[src/hw/opmode_pkg.sv]
// shared constants and types for the operation mode selector
package opmode_pkg;
  localparam int NUM_TERM = 5;
  localparam int CODE_W = 8;
  localparam int ADDR_W = 8;
  localparam int DATA_W = 8;
  localparam int SPD_W = 16;

  localparam logic [ADDR_W-1:0] REG_MODE_SEL = 8'h00;
  localparam logic [ADDR_W-1:0] REG_POLARITY = 8'h04;
  localparam logic [ADDR_W-1:0] REG_GUARD = 8'h08;
  localparam logic [ADDR_W-1:0] REG_COMM = 8'h0c;
  localparam logic [ADDR_W-1:0] REG_ASSIGN0 = 8'h10;
  localparam logic [ADDR_W-1:0] ASSIGN_STRIDE = 8'h04;
  localparam logic [ADDR_W-1:0] REG_STATUS = 8'h24;

  localparam logic [CODE_W-1:0] SEL_EXT_PANEL = 8'h00;
  localparam logic [CODE_W-1:0] SEL_PANEL = 8'h01;
  localparam logic [CODE_W-1:0] SEL_EXT = 8'h02;
  localparam logic [CODE_W-1:0] SEL_COMB1 = 8'h03;
  localparam logic [CODE_W-1:0] SEL_COMB2 = 8'h04;
  localparam logic [CODE_W-1:0] SEL_SWITCHOVER = 8'h06;
  localparam logic [CODE_W-1:0] SEL_INTERLOCK = 8'h07;

  localparam logic [CODE_W-1:0] FUNC_LOCKOUT = 8'h0c;
  localparam logic [CODE_W-1:0] FUNC_PANEL_EXT = 8'h10;
  localparam logic [CODE_W-1:0] FUNC_INHIBIT = 8'h18;
  localparam logic [CODE_W-1:0] FUNC_PANEL_NET = 8'h41;
  localparam logic [CODE_W-1:0] FUNC_EXT_NET = 8'h42;

  localparam logic [CODE_W-1:0] POL_INVERT = 8'h02;
  localparam logic [CODE_W-1:0] COMM_NET = 8'h01;
  localparam logic [CODE_W-1:0] COMM_PANEL_NET = 8'h0a;
  localparam logic [CODE_W-1:0] GUARD_LOCK = 8'h01;

  localparam logic [CODE_W-1:0] MODE_SEL_RST = 8'h00;
  localparam logic [CODE_W-1:0] PARAM_RST = 8'h00;
  localparam logic [CODE_W-1:0] ASSIGN_RST = 8'hff;

  typedef enum logic [1:0] {
    MODE_EXT = 2'b00,
    MODE_PANEL = 2'b01,
    MODE_NET = 2'b10,
    MODE_COMB = 2'b11
  } mode_t;

  typedef enum logic [1:0] {
    SRC_EXT = 2'b00,
    SRC_PANEL = 2'b01,
    SRC_NET = 2'b10,
    SRC_HELD = 2'b11
  } src_t;
endpackage

[src/hw/opmode_if.sv]
// carrier between the selector core and its interlock and write-gate helpers
`timescale 1ns/1ps
interface opmode_if import opmode_pkg::*; #(parameter int N = NUM_TERM) ();
  logic [N-1:0] term;
  logic [CODE_W-1:0] func [N];
  logic [CODE_W-1:0] polarity;
  logic [CODE_W-1:0] mode_sel;
  logic [CODE_W-1:0] guard;
  logic [ADDR_W-1:0] wr_addr;
  logic lock_on;
  logic lock_used;
  logic lock_forced;
  logic inhibit_stop;
  logic pext_sw_asg;
  logic pext_sw;
  logic pnet_sw_asg;
  logic pnet_sw;
  logic enet_sw_asg;
  logic enet_sw;
  logic wr_allow;

  modport core (output term, func, polarity, mode_sel, guard, wr_addr,
    input lock_on, lock_used, lock_forced, inhibit_stop, pext_sw_asg, pext_sw,
    pnet_sw_asg, pnet_sw, enet_sw_asg, enet_sw, wr_allow);
  modport resolve (input term, func, polarity, mode_sel,
    output lock_on, lock_used, lock_forced, inhibit_stop, pext_sw_asg, pext_sw,
    pnet_sw_asg, pnet_sw, enet_sw_asg, enet_sw);
  modport gate (input guard, wr_addr, lock_forced, output wr_allow);
endinterface

[src/hw/interlock_resolve.sv]
// terminal function decode and panel-lockout interlock level
`timescale 1ns/1ps
module interlock_resolve import opmode_pkg::*; #(
  parameter int N = NUM_TERM
) (
  opmode_if.resolve bus
);
  logic [N-1:0] hit_lock;
  logic [N-1:0] hit_inh;
  logic [N-1:0] hit_pext;
  logic [N-1:0] hit_pnet;
  logic [N-1:0] hit_enet;
  logic lock_asg;
  logic inh_asg;
  logic use_inh;
  logic raw;
  logic level;
  logic sel7;

  function automatic logic any_on(input logic [N-1:0] hit, input logic [N-1:0] t);
    any_on = |(hit & t);
  endfunction

  for (genvar i = 0; i < N; i++) begin : g_term
    assign hit_lock[i] = (bus.func[i] == FUNC_LOCKOUT);
    assign hit_inh[i] = (bus.func[i] == FUNC_INHIBIT);
    assign hit_pext[i] = (bus.func[i] == FUNC_PANEL_EXT);
    assign hit_pnet[i] = (bus.func[i] == FUNC_PANEL_NET);
    assign hit_enet[i] = (bus.func[i] == FUNC_EXT_NET);
  end

  always_comb begin
    sel7 = (bus.mode_sel == SEL_INTERLOCK);
    lock_asg = |hit_lock;
    inh_asg = |hit_inh;
    use_inh = !lock_asg && inh_asg;
    raw = lock_asg ? any_on(hit_lock, bus.term) : any_on(hit_inh, bus.term);
    level = (use_inh && bus.polarity == POL_INVERT) ? !raw : raw;
    bus.lock_used = sel7 && (lock_asg || inh_asg);
    bus.lock_on = bus.lock_used ? level : 1'b1;
    bus.lock_forced = bus.lock_used && !level;
    // inhibit input is an output stop again as soon as the setting leaves 7
    bus.inhibit_stop = inh_asg && !(sel7 && use_inh) && any_on(hit_inh, bus.term);
    bus.pext_sw_asg = |hit_pext;
    bus.pext_sw = any_on(hit_pext, bus.term);
    bus.pnet_sw_asg = |hit_pnet;
    bus.pnet_sw = any_on(hit_pnet, bus.term);
    bus.enet_sw_asg = |hit_enet;
    bus.enet_sw = any_on(hit_enet, bus.term);
  end
endmodule

[src/hw/write_gate.sv]
// parameter write permission under interlock and write guard
`timescale 1ns/1ps
module write_gate import opmode_pkg::*; (
  opmode_if.gate bus
);
  always_comb begin
    bus.wr_allow = 1'b1;
    if (bus.wr_addr == REG_MODE_SEL) begin
      bus.wr_allow = 1'b1;
    end else if (bus.lock_forced) begin
      bus.wr_allow = 1'b0;
    end else if (bus.wr_addr == REG_GUARD) begin
      bus.wr_allow = 1'b1;
    end else if (bus.guard == GUARD_LOCK) begin
      bus.wr_allow = 1'b0;
    end
  end
endmodule

[src/hw/operation_mode_selector.sv]
// operation mode selector: mode state, command sources, interlock, settings port
`timescale 1ns/1ps
module operation_mode_selector import opmode_pkg::*; #(
  parameter int N = NUM_TERM,
  parameter int SW = SPD_W
) (
  input wire logic clk_i,
  input wire logic rst_b_i,
  input wire logic ce_i,
  input wire logic [ADDR_W-1:0] addr_i,
  input wire logic [DATA_W-1:0] wdata_i,
  input wire logic we_i,
  input wire logic re_i,
  output logic [DATA_W-1:0] rdata_o,
  input wire logic [N-1:0] term_i,
  input wire logic forward_run_input_i,
  input wire logic reverse_run_input_i,
  input wire logic [SW-1:0] ext_speed_i,
  input wire logic [SW-1:0] panel_speed_i,
  input wire logic [SW-1:0] net_speed_i,
  input wire logic panel_rev_i,
  input wire logic net_rev_i,
  input wire logic panel_run_i,
  input wire logic net_run_i,
  input wire logic panel_mode_key_i,
  input wire logic panel_ext_key_i,
  input wire logic panel_stop_reset_key_i,
  input wire logic net_cmd_net_i,
  input wire logic net_cmd_ext_i,
  input wire logic running_i,
  input wire logic fault_i,
  output logic [1:0] op_mode_o,
  output logic run_o,
  output logic rev_o,
  output logic [SW-1:0] speed_o,
  output logic output_stop_o,
  output logic forced_ext_o,
  output logic unit_reset_o
);
  opmode_if #(.N(N)) bus ();

  logic [CODE_W-1:0] mode_sel_r, mode_sel_nxt;
  logic [CODE_W-1:0] polarity_r, polarity_nxt;
  logic [CODE_W-1:0] guard_r, guard_nxt;
  logic [CODE_W-1:0] comm_r, comm_nxt;
  logic [CODE_W-1:0] assign_r [N];
  logic [CODE_W-1:0] assign_nxt [N];
  logic [DATA_W-1:0] rdata_r, rdata_nxt;

  mode_t mode_r, mode_nxt;
  src_t dir_src_r, dir_src_nxt;
  src_t spd_src_r, spd_src_nxt;
  logic [SW-1:0] held_speed_r, held_speed_nxt;
  logic held_rev_r, held_rev_nxt;
  logic forced_r, forced_nxt;
  logic init_r, init_nxt;

  logic run_r, run_nxt;
  logic rev_r, rev_nxt;
  logic [SW-1:0] speed_r, speed_nxt;
  logic stop_r, stop_nxt;
  logic reset_r, reset_nxt;

  mode_t want;
  logic fixed;
  logic forced;
  logic refuse;
  logic accept;
  logic ext_rev;
  logic ext_run;
  logic can_switch;

  function automatic logic [ADDR_W-1:0] assign_addr(input int k);
    assign_addr = REG_ASSIGN0 + ADDR_W'(k) * ASSIGN_STRIDE;
  endfunction

  assign bus.term = term_i;
  assign bus.polarity = polarity_r;
  assign bus.mode_sel = mode_sel_r;
  assign bus.guard = guard_r;
  assign bus.wr_addr = addr_i;
  for (genvar i = 0; i < N; i++) begin : g_func
    assign bus.func[i] = assign_r[i];
  end

  interlock_resolve #(.N(N)) u_resolve (
    .bus(bus)
  );

  write_gate u_gate (
    .bus(bus)
  );

  // settings port
  always_comb begin
    mode_sel_nxt = mode_sel_r;
    polarity_nxt = polarity_r;
    guard_nxt = guard_r;
    comm_nxt = comm_r;
    assign_nxt = assign_r;
    rdata_nxt = '0;
    if (we_i && bus.wr_allow) begin
      if (addr_i == REG_MODE_SEL) begin
        mode_sel_nxt = wdata_i;
      end else if (addr_i == REG_POLARITY) begin
        polarity_nxt = wdata_i;
      end else if (addr_i == REG_GUARD) begin
        guard_nxt = wdata_i;
      end else if (addr_i == REG_COMM) begin
        comm_nxt = wdata_i;
      end else begin
        for (int k = 0; k < N; k++) begin
          if (addr_i == assign_addr(k)) begin
            assign_nxt[k] = wdata_i;
          end
        end
      end
    end
    if (re_i) begin
      if (addr_i == REG_MODE_SEL) begin
        rdata_nxt = mode_sel_r;
      end else if (addr_i == REG_POLARITY) begin
        rdata_nxt = polarity_r;
      end else if (addr_i == REG_GUARD) begin
        rdata_nxt = guard_r;
      end else if (addr_i == REG_COMM) begin
        rdata_nxt = comm_r;
      end else if (addr_i == REG_STATUS) begin
        rdata_nxt = {forced_r, bus.lock_on, spd_src_r, dir_src_r, mode_r};
      end else begin
        for (int k = 0; k < N; k++) begin
          if (addr_i == assign_addr(k)) begin
            rdata_nxt = assign_r[k];
          end
        end
      end
    end
  end

  always_ff @(posedge clk_i or negedge rst_b_i) begin
    if (!rst_b_i) begin
      mode_sel_r <= MODE_SEL_RST;
      polarity_r <= PARAM_RST;
      guard_r <= PARAM_RST;
      comm_r <= PARAM_RST;
      rdata_r <= '0;
      for (int k = 0; k < N; k++) begin
        assign_r[k] <= ASSIGN_RST;
      end
    end else if (ce_i) begin
      mode_sel_r <= mode_sel_nxt;
      polarity_r <= polarity_nxt;
      guard_r <= guard_nxt;
      comm_r <= comm_nxt;
      rdata_r <= rdata_nxt;
      assign_r <= assign_nxt;
    end
  end

  // mode request resolution, highest priority first
  always_comb begin
    want = mode_r;
    fixed = 1'b0;
    forced = 1'b0;
    if (mode_sel_r == SEL_PANEL) begin
      want = MODE_PANEL;
      fixed = 1'b1;
    end else if (mode_sel_r == SEL_COMB1 || mode_sel_r == SEL_COMB2) begin
      want = MODE_COMB;
      fixed = 1'b1;
    end else if (mode_sel_r == SEL_EXT) begin
      fixed = (mode_r != MODE_EXT && mode_r != MODE_NET);
      if (net_cmd_net_i || (bus.enet_sw_asg && bus.enet_sw)) begin
        want = MODE_NET;
      end else if (net_cmd_ext_i || fixed || bus.enet_sw_asg) begin
        want = MODE_EXT;
      end
    end else if (bus.lock_forced) begin
      want = MODE_EXT;
      forced = 1'b1;
    end else if (bus.enet_sw_asg && bus.enet_sw) begin
      want = MODE_NET;
    end else if (bus.pnet_sw_asg && comm_r == COMM_PANEL_NET) begin
      want = bus.pnet_sw ? MODE_PANEL : MODE_NET;
    end else if (bus.enet_sw_asg) begin
      want = MODE_EXT;
    end else if (bus.pext_sw_asg) begin
      want = bus.pext_sw ? MODE_EXT : MODE_PANEL;
    end else if (init_r) begin
      fixed = 1'b1;
      want = (comm_r == COMM_NET || comm_r == COMM_PANEL_NET) ? MODE_NET : MODE_EXT;
    end else if (net_cmd_net_i) begin
      want = MODE_NET;
    end else if (net_cmd_ext_i) begin
      want = MODE_EXT;
    end else if (panel_mode_key_i) begin
      want = MODE_PANEL;
    end else if (panel_ext_key_i) begin
      want = MODE_EXT;
    end
    ext_run = forward_run_input_i || reverse_run_input_i;
    // refusal only bites in interlock mode where the on state is meaningful
    refuse = (want == MODE_PANEL) && (mode_sel_r == SEL_INTERLOCK) && bus.lock_on && ext_run;
    can_switch = !running_i || (mode_sel_r == SEL_SWITCHOVER);
    accept = (want != mode_r) && (forced || fixed || can_switch) && !refuse;
  end

  // state update and source hand-over
  always_comb begin
    mode_nxt = mode_r;
    dir_src_nxt = dir_src_r;
    spd_src_nxt = spd_src_r;
    held_speed_nxt = held_speed_r;
    held_rev_nxt = held_rev_r;
    forced_nxt = bus.lock_forced;
    init_nxt = 1'b0;
    ext_rev = reverse_run_input_i && !forward_run_input_i;
    if (accept) begin
      mode_nxt = want;
      case (want)
        MODE_EXT: begin
          dir_src_nxt = SRC_EXT;
          spd_src_nxt = SRC_EXT;
        end
        MODE_PANEL: begin
          dir_src_nxt = SRC_PANEL;
          spd_src_nxt = SRC_PANEL;
          if (mode_sel_r == SEL_SWITCHOVER && mode_r == MODE_EXT) begin
            held_speed_nxt = ext_speed_i;
            held_rev_nxt = ext_rev;
            dir_src_nxt = SRC_HELD;
            spd_src_nxt = SRC_HELD;
          end else if (mode_sel_r == SEL_SWITCHOVER && mode_r == MODE_NET) begin
            // what network mode applied, which may itself be a retained value
            held_speed_nxt = speed_nxt;
            held_rev_nxt = rev_nxt;
            dir_src_nxt = SRC_HELD;
            spd_src_nxt = SRC_HELD;
          end
        end
        MODE_NET: begin
          dir_src_nxt = SRC_NET;
          spd_src_nxt = SRC_NET;
          if (mode_sel_r == SEL_SWITCHOVER && mode_r == MODE_EXT) begin
            held_speed_nxt = ext_speed_i;
            held_rev_nxt = ext_rev;
            dir_src_nxt = SRC_HELD;
            spd_src_nxt = SRC_HELD;
          end else if (mode_sel_r == SEL_SWITCHOVER && mode_r == MODE_PANEL) begin
            dir_src_nxt = dir_src_r;
            spd_src_nxt = spd_src_r;
          end
        end
        MODE_COMB: begin
          dir_src_nxt = (mode_sel_r == SEL_COMB2) ? SRC_PANEL : SRC_EXT;
          spd_src_nxt = (mode_sel_r == SEL_COMB2) ? SRC_EXT : SRC_PANEL;
        end
        default: begin
          mode_nxt = MODE_EXT;
        end
      endcase
    end
  end

  always_ff @(posedge clk_i or negedge rst_b_i) begin
    if (!rst_b_i) begin
      mode_r <= MODE_EXT;
      dir_src_r <= SRC_EXT;
      spd_src_r <= SRC_EXT;
      held_speed_r <= '0;
      held_rev_r <= 1'b0;
      forced_r <= 1'b0;
      init_r <= 1'b1;
    end else if (ce_i) begin
      mode_r <= mode_nxt;
      dir_src_r <= dir_src_nxt;
      spd_src_r <= spd_src_nxt;
      held_speed_r <= held_speed_nxt;
      held_rev_r <= held_rev_nxt;
      forced_r <= forced_nxt;
      init_r <= init_nxt;
    end
  end

  // drive commands, registered so outputs come from flops
  always_comb begin
    case (mode_r)
      MODE_EXT: run_nxt = ext_run;
      MODE_PANEL: run_nxt = panel_run_i;
      MODE_NET: run_nxt = net_run_i;
      default: run_nxt = (mode_sel_r == SEL_COMB2) ? panel_run_i : ext_run;
    endcase
    case (dir_src_r)
      SRC_EXT: rev_nxt = ext_rev;
      SRC_PANEL: rev_nxt = panel_rev_i;
      SRC_NET: rev_nxt = net_rev_i;
      default: rev_nxt = held_rev_r;
    endcase
    case (spd_src_r)
      SRC_EXT: speed_nxt = ext_speed_i;
      SRC_PANEL: speed_nxt = panel_speed_i;
      SRC_NET: speed_nxt = net_speed_i;
      default: speed_nxt = held_speed_r;
    endcase
    // interlock on in external mode holds output off; off lets it run again
    stop_nxt = bus.inhibit_stop || (bus.lock_used && bus.lock_on && mode_r == MODE_EXT);
    if (stop_nxt) begin
      run_nxt = 1'b0;
    end
    reset_nxt = forced_r && fault_i && panel_stop_reset_key_i;
  end

  always_ff @(posedge clk_i or negedge rst_b_i) begin
    if (!rst_b_i) begin
      run_r <= 1'b0;
      rev_r <= 1'b0;
      speed_r <= '0;
      stop_r <= 1'b0;
      reset_r <= 1'b0;
    end else if (ce_i) begin
      run_r <= run_nxt;
      rev_r <= rev_nxt;
      speed_r <= speed_nxt;
      stop_r <= stop_nxt;
      reset_r <= reset_nxt;
    end
  end

  assign rdata_o = rdata_r;
  assign op_mode_o = mode_r;
  assign run_o = run_r;
  assign rev_o = rev_r;
  assign speed_o = speed_r;
  assign output_stop_o = stop_r;
  assign forced_ext_o = forced_r;
  assign unit_reset_o = reset_r;
endmodule

[config.mk]
export PLATFORM = sky130hd
export DESIGN_NAME = operation_mode_selector
export DESIGN_NICKNAME = d
export VERILOG_FILES = /design/src/hw/opmode_pkg.sv /design/src/hw/opmode_if.sv /design/src/hw/interlock_resolve.sv /design/src/hw/write_gate.sv /design/src/hw/operation_mode_selector.sv
export SDC_FILE = /design/constraint.sdc
export NUM_CORES = 1
export LEC_CHECK = 0
export BUFFER_PORTS_ARGS = -buffer_cell sky130_fd_sc_hd__buf_2
export CAP_MARGIN = 10
export CORE_MARGIN = 2
export CORE_UTILIZATION = 45
export DETAILED_ROUTE_END_ITERATION = 7
export PLACE_DENSITY_LB_ADDON = 0.25
export SYNTH_ARGS = -nofsm -noshare
export SYNTH_HDL_FRONTEND = slang
export SYNTH_SLANG_ARGS = --single-unit
[constraint.sdc]
create_clock -name clk_i -period 4.1 [get_ports clk_i]
set_input_delay 0.205 -clock clk_i [delete_from_list [all_inputs] [get_ports clk_i]]
set_output_delay 0.205 -clock clk_i [all_outputs]
set_load 0.03 [all_outputs]
# ---- Word level (Yosys, flattened, before mapping)
# Index checks and enable logic that the tools add are counted.
dict set report totals {
  regBits 125
  in_bits 87
  output_inout_bits 31
  elab_cells 230
}
dict set report op_classes {
  n_eq_ne 58
  mux 70
  bitwise_logic 9
  n_reduce_logical 71
}
# cell count
set ops {}
lappend ops {{8-bit by 5-bit == test with 1-bit output (second input constant)} 14}
lappend ops {{8-bit 2-to-1 mux} 11}
lappend ops {{8-bit by 7-bit == test with 1-bit output (second input constant)} 10}
lappend ops {{8-bit by 4-bit == test with 1-bit output (second input constant)} 8}
lappend ops {{5-bit OR reduction} 10}
lappend ops {{16-bit 2-to-1 mux} 3}
lappend ops {{16-bit one-hot mux with 3 select lines} 1}
lappend ops {{2-bit 2-to-1 mux} 21}
lappend ops {{7-bit AND reduction} 5}
lappend ops {{8-bit by 3-bit == test with 1-bit output (second input constant)} 4}
lappend ops {{16-bit one-hot mux with 2 select lines} 1}
lappend ops {{1-bit 2-to-1 mux} 28}
lappend ops {{5-bit bitwise AND} 5}
lappend ops {{8-bit by 1-bit == test with 1-bit output (second input constant)} 3}
lappend ops {{8-bit by 2-bit == test with 1-bit output (second input constant)} 3}
lappend ops {{1-bit logical AND} 24}
lappend ops {{8-bit by 6-bit == test with 1-bit output (second input constant)} 2}
lappend ops {{2-bit one-hot mux with 4 select lines} 2}
lappend ops {{1-bit logical OR} 11}
lappend ops {{2-bit == test (second input constant)} 5}
lappend ops {{5-bit AND reduction} 2}
lappend ops {{2-bit by 1-bit == test with 1-bit output (second input constant)} 4}
lappend ops {{2-bit zero test} 4}
lappend ops {{8-bit zero test} 1}
lappend ops {{other kinds (13)} 26}

# ---- Longest topological paths before layout
dict set report depth {
  depth_word 20
  ltp_mapped 17
  ltp_nobuf 16
}

# ---- Modules after synthesis
# Synthesis repeated with hierarchy kept, for this count alone.
dict set report hier_totals {
  cells_unflattened 630
  hier_area_um2 7357.1
}
# module n_inst cells_each area_each_um2 seq_area_each_um2
set modules_own_cells {}
lappend modules_own_cells {operation_mode_selector 1 520 6656.4 3154.3}
lappend modules_own_cells {interlock_resolve 1 102 651.9 0.0}
lappend modules_own_cells {write_gate 1 8 48.8 0.0}

# ---- Least setup slack after synthesis
# Ideal clock, no wire load.
dict set report synth_timing {
  path_type {reg-to-reg}
  start {register assign_r[0] in the netlist's numbering}
  end {register held_rev_r}
  setup_ns 0.125
  arrival_ns 3.968
  t_required_ns 3.975
  slack_ns 0.007
  path_stages_with_launch 18
  path_buffers 1
  synth_period_minus_slack_ns 4.093
  cell_sequence {dfstp_2 -> nor4_1 -> and4b_1 -> or4_4 -> nor4b_4 -> a2111oi_2 -> a41oi_2 -> nand2_2 -> o2111ai_4 -> inv_1 -> ha_1 -> nor4b_1 -> o21ai_0 -> o211ai_1 -> nor3_1 -> o21ai_4 -> buf_12 -> mux2_4}
}
dict set report synth_between {
  elab_chain_cells 19
  word_cells_on_any_way 75
  classes_between {eq/ne (10); mux (28); bitwise (5); reduce/logical (32)}
}
# item line
set synth_lines {}
lappend synth_lines {{from (decl)} operation_mode_selector.sv:46} ;# logic [CODE_W-1:0] assign_r [N];
lappend synth_lines {{from (signal assigned)} operation_mode_selector.sv:156} ;# assign_r <= assign_nxt;
lappend synth_lines {{8-bit by 5-bit == test with 1-bit output or 8-bit by 4-bit == test with 1-bit output (tied branches)} {interlock_resolve.sv:26, interlock_resolve.sv:25}}
lappend synth_lines {{5-bit bitwise AND or 5-bit OR reduction (tied branches)} {interlock_resolve.sv:21, interlock_resolve.sv:34}}
lappend synth_lines {{5-bit OR reduction or 1-bit zero test (tied branches)} {interlock_resolve.sv:21, interlock_resolve.sv:36}}
lappend synth_lines {{1-bit 2-to-1 mux or 1-bit logical AND (tied branches)} {interlock_resolve.sv:37, interlock_resolve.sv:36}}
lappend synth_lines {{1-bit zero test or 1-bit logical AND (tied branches)} interlock_resolve.sv:38} ;# level = (use_inh && bus.polarity == POL_INVERT) ? !raw : raw;
lappend synth_lines {{1-bit 2-to-1 mux} interlock_resolve.sv:38}
lappend synth_lines {{1-bit zero test} interlock_resolve.sv:41} ;# bus.lock_forced = bus.lock_used && !level;
lappend synth_lines {{1-bit logical AND} interlock_resolve.sv:41}
lappend synth_lines {{(+2 left out)} n/a}
lappend synth_lines {{2-bit 2-to-1 mux (*)} operation_mode_selector.sv:168} ;# end else if (mode_sel_r == SEL_COMB1 || mode_sel_r == SEL_COMB2) begin
lappend synth_lines {{2-bit 2-to-1 mux (*)} operation_mode_selector.sv:165} ;# if (mode_sel_r == SEL_PANEL) begin
lappend synth_lines {{net want[1]} operation_mode_selector.sv:64} ;# mode_t want;
lappend synth_lines {{2-bit by 1-bit == test with 1-bit output} {operation_mode_selector.sv:203, operation_mode_selector.sv:220}}
lappend synth_lines {{1-bit logical AND (3 in series)} operation_mode_selector.sv:203} ;# refuse = (want == MODE_PANEL) && (mode_sel_r == SEL_INTERLOCK) && bus.lock_on && ext_run;
lappend synth_lines {{1-bit zero test} operation_mode_selector.sv:205} ;# accept = (want != mode_r) && (forced || fixed || can_switch) && !refuse;
lappend synth_lines {{1-bit logical AND} operation_mode_selector.sv:205}
lappend synth_lines {{5-bit AND reduction (no source line)} n/a}
lappend synth_lines {{to (signal assigned)} operation_mode_selector.sv:279} ;# held_rev_r <= held_rev_nxt;
lappend synth_lines {{to (decl)} operation_mode_selector.sv:54} ;# logic held_rev_r, held_rev_nxt;
# Mark *: on every way through the listed nets, which the timed path passes. The rest lies on a longest branch.
# A chain may end at the register's enable or synchronous reset.

# ---- Worst setup path after layout
dict set report layout_timing {
  start {register assign_r[32] in the netlist's numbering}
  end {register held_speed_r[12]}
}
dict set report layout_between {
  elab_chain_cells 19
  word_cells_on_any_way 75
  classes_between {eq/ne (10); mux (28); bitwise (5); reduce/logical (32)}
}
# item line
set layout_lines {}
lappend layout_lines {{8-bit by 5-bit == test with 1-bit output or 8-bit by 4-bit == test with 1-bit output (tied branches)} {interlock_resolve.sv:26, interlock_resolve.sv:25}}
lappend layout_lines {{5-bit bitwise AND or 5-bit OR reduction (tied branches)} {interlock_resolve.sv:21, interlock_resolve.sv:34}}
lappend layout_lines {{5-bit OR reduction or 1-bit zero test (tied branches)} {interlock_resolve.sv:21, interlock_resolve.sv:36}}
lappend layout_lines {{1-bit 2-to-1 mux or 1-bit logical AND (tied branches)} {interlock_resolve.sv:37, interlock_resolve.sv:36}}
lappend layout_lines {{1-bit zero test or 1-bit logical AND (tied branches)} interlock_resolve.sv:38}
lappend layout_lines {{1-bit 2-to-1 mux} interlock_resolve.sv:38}
lappend layout_lines {{1-bit zero test} interlock_resolve.sv:41}
lappend layout_lines {{1-bit logical AND} interlock_resolve.sv:41}
lappend layout_lines {{(+2 left out)} n/a}
lappend layout_lines {{2-bit 2-to-1 mux (*)} operation_mode_selector.sv:168}
lappend layout_lines {{2-bit 2-to-1 mux (*)} operation_mode_selector.sv:165}
lappend layout_lines {{net want[1]} operation_mode_selector.sv:64}
lappend layout_lines {{2-bit by 1-bit == test with 1-bit output} {operation_mode_selector.sv:203, operation_mode_selector.sv:220}}
lappend layout_lines {{1-bit logical AND (3 in series)} operation_mode_selector.sv:203}
lappend layout_lines {{1-bit zero test} operation_mode_selector.sv:205}
lappend layout_lines {{1-bit logical AND} operation_mode_selector.sv:205}
lappend layout_lines {{5-bit AND reduction (no source line)} n/a}
lappend layout_lines {{to (signal assigned)} operation_mode_selector.sv:278} ;# held_speed_r <= held_speed_nxt;
lappend layout_lines {{to (decl)} operation_mode_selector.sv:53} ;# logic [SW-1:0] held_speed_r, held_speed_nxt;
# Marked as above.

==> impl_metrics.tcl <==
set metrics [dict create \
    status "finished, final reports clean" \
    die_w_um 131 \
    ys.flop_type "dfrtp_1" \
    r2r_slack_ps 20 \
    placed_area_sq_um 8380 \
    syn_inst 628 \
    grt_overflow_total 0 \
    power_mw 4.48 \
    crit_top_cell "buf_4" \
    drv_cap 0 \
    fp.dieH_um 131 \
    synth_area_sq_um 7290 \
    required_ps 4400 \
    period_share_pct 99.5 \
    worst_slack_ps 19.8 \
    preCtsSetupSlack_ps -59.6 \
    path_max_fanout 10 \
    drv_slew 0 \
    design.die.area_sq_um 17200 \
    cts_root_buf "clkbuf_16" \
    yosysWarnings 0 \
    dp_hpwl_mm 15.5 \
    num_antenna_cells 0 \
    ys_types 73 \
    path_buf_inv 5 \
    cp_top_family "compound AO/OA/AOI/OAI gates" \
    avgSynthCellArea_sq_um 11.6 \
    grt_max_degree 68 \
    placed_cells 978 \
    ant_nets 0 \
    worst_pin_slew_ps 881 \
    critical_path_class "register to register" \
    relSlewSlack_pct 41.3 \
    fin_worst_skew_ps 8.52 \
    setup_tns_ps 0 \
    initial_core_util_pct 45.9 \
    ys_ff_latch 124 \
    max_freq_mhz 245 \
    cpMaxStageDelayCell "dfstp_2" \
    stdcell_area_sq_um 9250 \
    antenna_found_initial 0 \
    cts_buffers 17 \
    wl_per_cell_um 20.9 \
    clock_path_buffers 2 \
    stdcell_count 1017 \
    gp_congestion 0.963 \
    final-setup-viol-count 0 \
    whs_ps 30.3 \
    htree_levels 4 \
    areaGrowthSynthToFinish_pct 26.8 \
    synth.top_cells.by_area "dfrtp_1, mux2_2, dfstp_2" \
    wirelength_mm 21.3 \
    worstPathArrival_ps 4380 \
    worstHoldPathType "input pin to register" \
    insertion_delay_ps 420 \
    synth_edf_count 0 \
    hold_violations 0 \
    coreArea_sq_um 15900 \
    slowest_delay_ps 560 \
    vias 6071 \
    grt_pass1_wl_mm 33.5 \
    cts.sinks 124 \
    ir_drop_mv 0.293 \
    p_leak_nw 4.07 \
    drc 0 \
    via_per_inst 5.97 \
    rsz0062_at_grt "yes" \
    utilization_pct 58.2 \
    track_usage_pct 24.6 \
    io_buffers 117 \
    drive_above_1_share_pct 51.9 \
    nNetsFinal 878 \
    grt_pass1_vias 6216 \
    seq_area_frac_synth_pct 43.2 \
    cts_tree "yes" \
    ioPinCount 118 \
    cp-end-kind "register" \
    drt_iter0_markers 455 \
    path_clk_slew_ps 60 \
    dr.pass1.iters 7 \
    yosysTopAreaCellShare_pct 28.5 \
    path_cells "nor4b_1 -> buf_4 -> a22oi_2 -> a41o_1 -> buf_4 -> nor4b_4 -> a2111oi_4 -> a41oi_2 -> nand2_2 -> o2111ai_4 -> inv_2 -> ha_4 -> nor4b_4 -> o21ai_1 -> o211ai_1 -> nor3_1 -> buf_4 -> o21ai_4 -> buf_12 -> mux2_2" \
    async_flop_share_pct 100 \
    crit_path_start_kind "register" \
    rows 46 \
    yosysMostFrequentCell "mux2_2" \
    power_density_nw_per_um2 484 \
    synth_top_area_cell "dfrtp_1" \
    synth_commonest_cells "mux2_2, dfrtp_1, dfstp_2, nor2_1, nand2_1" \
    syn-num-nets 718 \
    min_period_ps 4080 \
]
[cell usage in the layout, fill, tap and decap left out, drive strengths merged, types with 4 or more instances in the layout]
master,n
nor4,8
o22ai,8
nand3,21
nor2,37
mux2,127
buf,164
and3,15
o211ai,4
a221oi,6
nor4b,15
nor3,23
o21ai,20
clkinv,4
a31oi,4
clkbuf,22
dfstp,41
mux4,17
mux2i,17
inv,19
dfrtp,83
nor2b,11
nand4b,4
nand2,30
a22oi,12
nand4,13
a21oi,18
[registers in the layout, indices dropped and copies added, names as in the netlist, 2 cells and up]
register      flops
bus.polarity      8
op_mode_o         2
speed_o          16
dir_src_r         2
bus.guard         8
assign_r         40
held_speed_r     16
rdata_o           8
comm_r            8
bus.mode_sel      8
[area by class of cell]
type / count / area [sq um]
clock inverter: 10 / 136
tap: 216 / 270
clock buffer: 22 / 484
fill: 1320 / 6640
multi-input combinational: 462 / 4130
inverter: 18 / 67.6
sequential: 124 / 3150
timing repair buffer: 165 / 1000
[cell families after synthesis]
group / count (synthesis) / share of synthesized area (%)
AOI/OAI and AO/OA: 95 / 9.57
DFF: 124 / 43.2
adders and majority gates: 3 / 0.515
and+or+nand+nor: 200 / 16.2
buffers and inverters: 42 / 2.40
xor gates and xnor gates: 3 / 0.360
muxes: 161 / 27.7
[path summary, 6_finish.rpt]
| path | start | end | cells after the start |
|---|---|---|---|
| min reg2reg | output_stop_o | output_stop_o | 2 |
| max in group asynchronous | rst_b_i | bus.guard[6] | 3 |
| min in group asynchronous | rst_b_i | speed_o[13] | 2 |
| min | fault_i | unit_reset_o | 3 |
| max | assign_r[32] | held_speed_r[12] | 20 |
| max reg2reg | assign_r[32] | held_speed_r[12] | 20 |
[worst min-delay path, stage by stage]
cell,delay (ps)
buf_2,80
nand4_1,60
o21ai_0,70
[layer usage]
layer	vias up	GRT usage (%)	share of wire (%)	routed length [um]
li1	2740	-	-	-
met1	2983	32.1	43	9060
met2	294	40.8	47	10100
met3	54	5.29	6.9	1480
met4	0	8.57	3.1	665
met5	-	0	0	0
[repair_timing]
action | 4_1_cts | 5_1_grt
hold buffers | 1 | 0
setup endpoints to repair | 3 | 20
gates resized for setup | 3 | 28
buffers inserted | 0 | 5
pin swaps | 0 | 11
hold endpoints to repair | 24 | 0
[power breakdown]
part           leakage, nW  switching [mW]  total [mW]  internal (mW)
Sequential            1.50           0.190        1.63           1.44
Clock                0.300           0.553        1.57           1.02
Combinational         2.27           0.612        1.28          0.667
(Power assumes the default switching activity.)
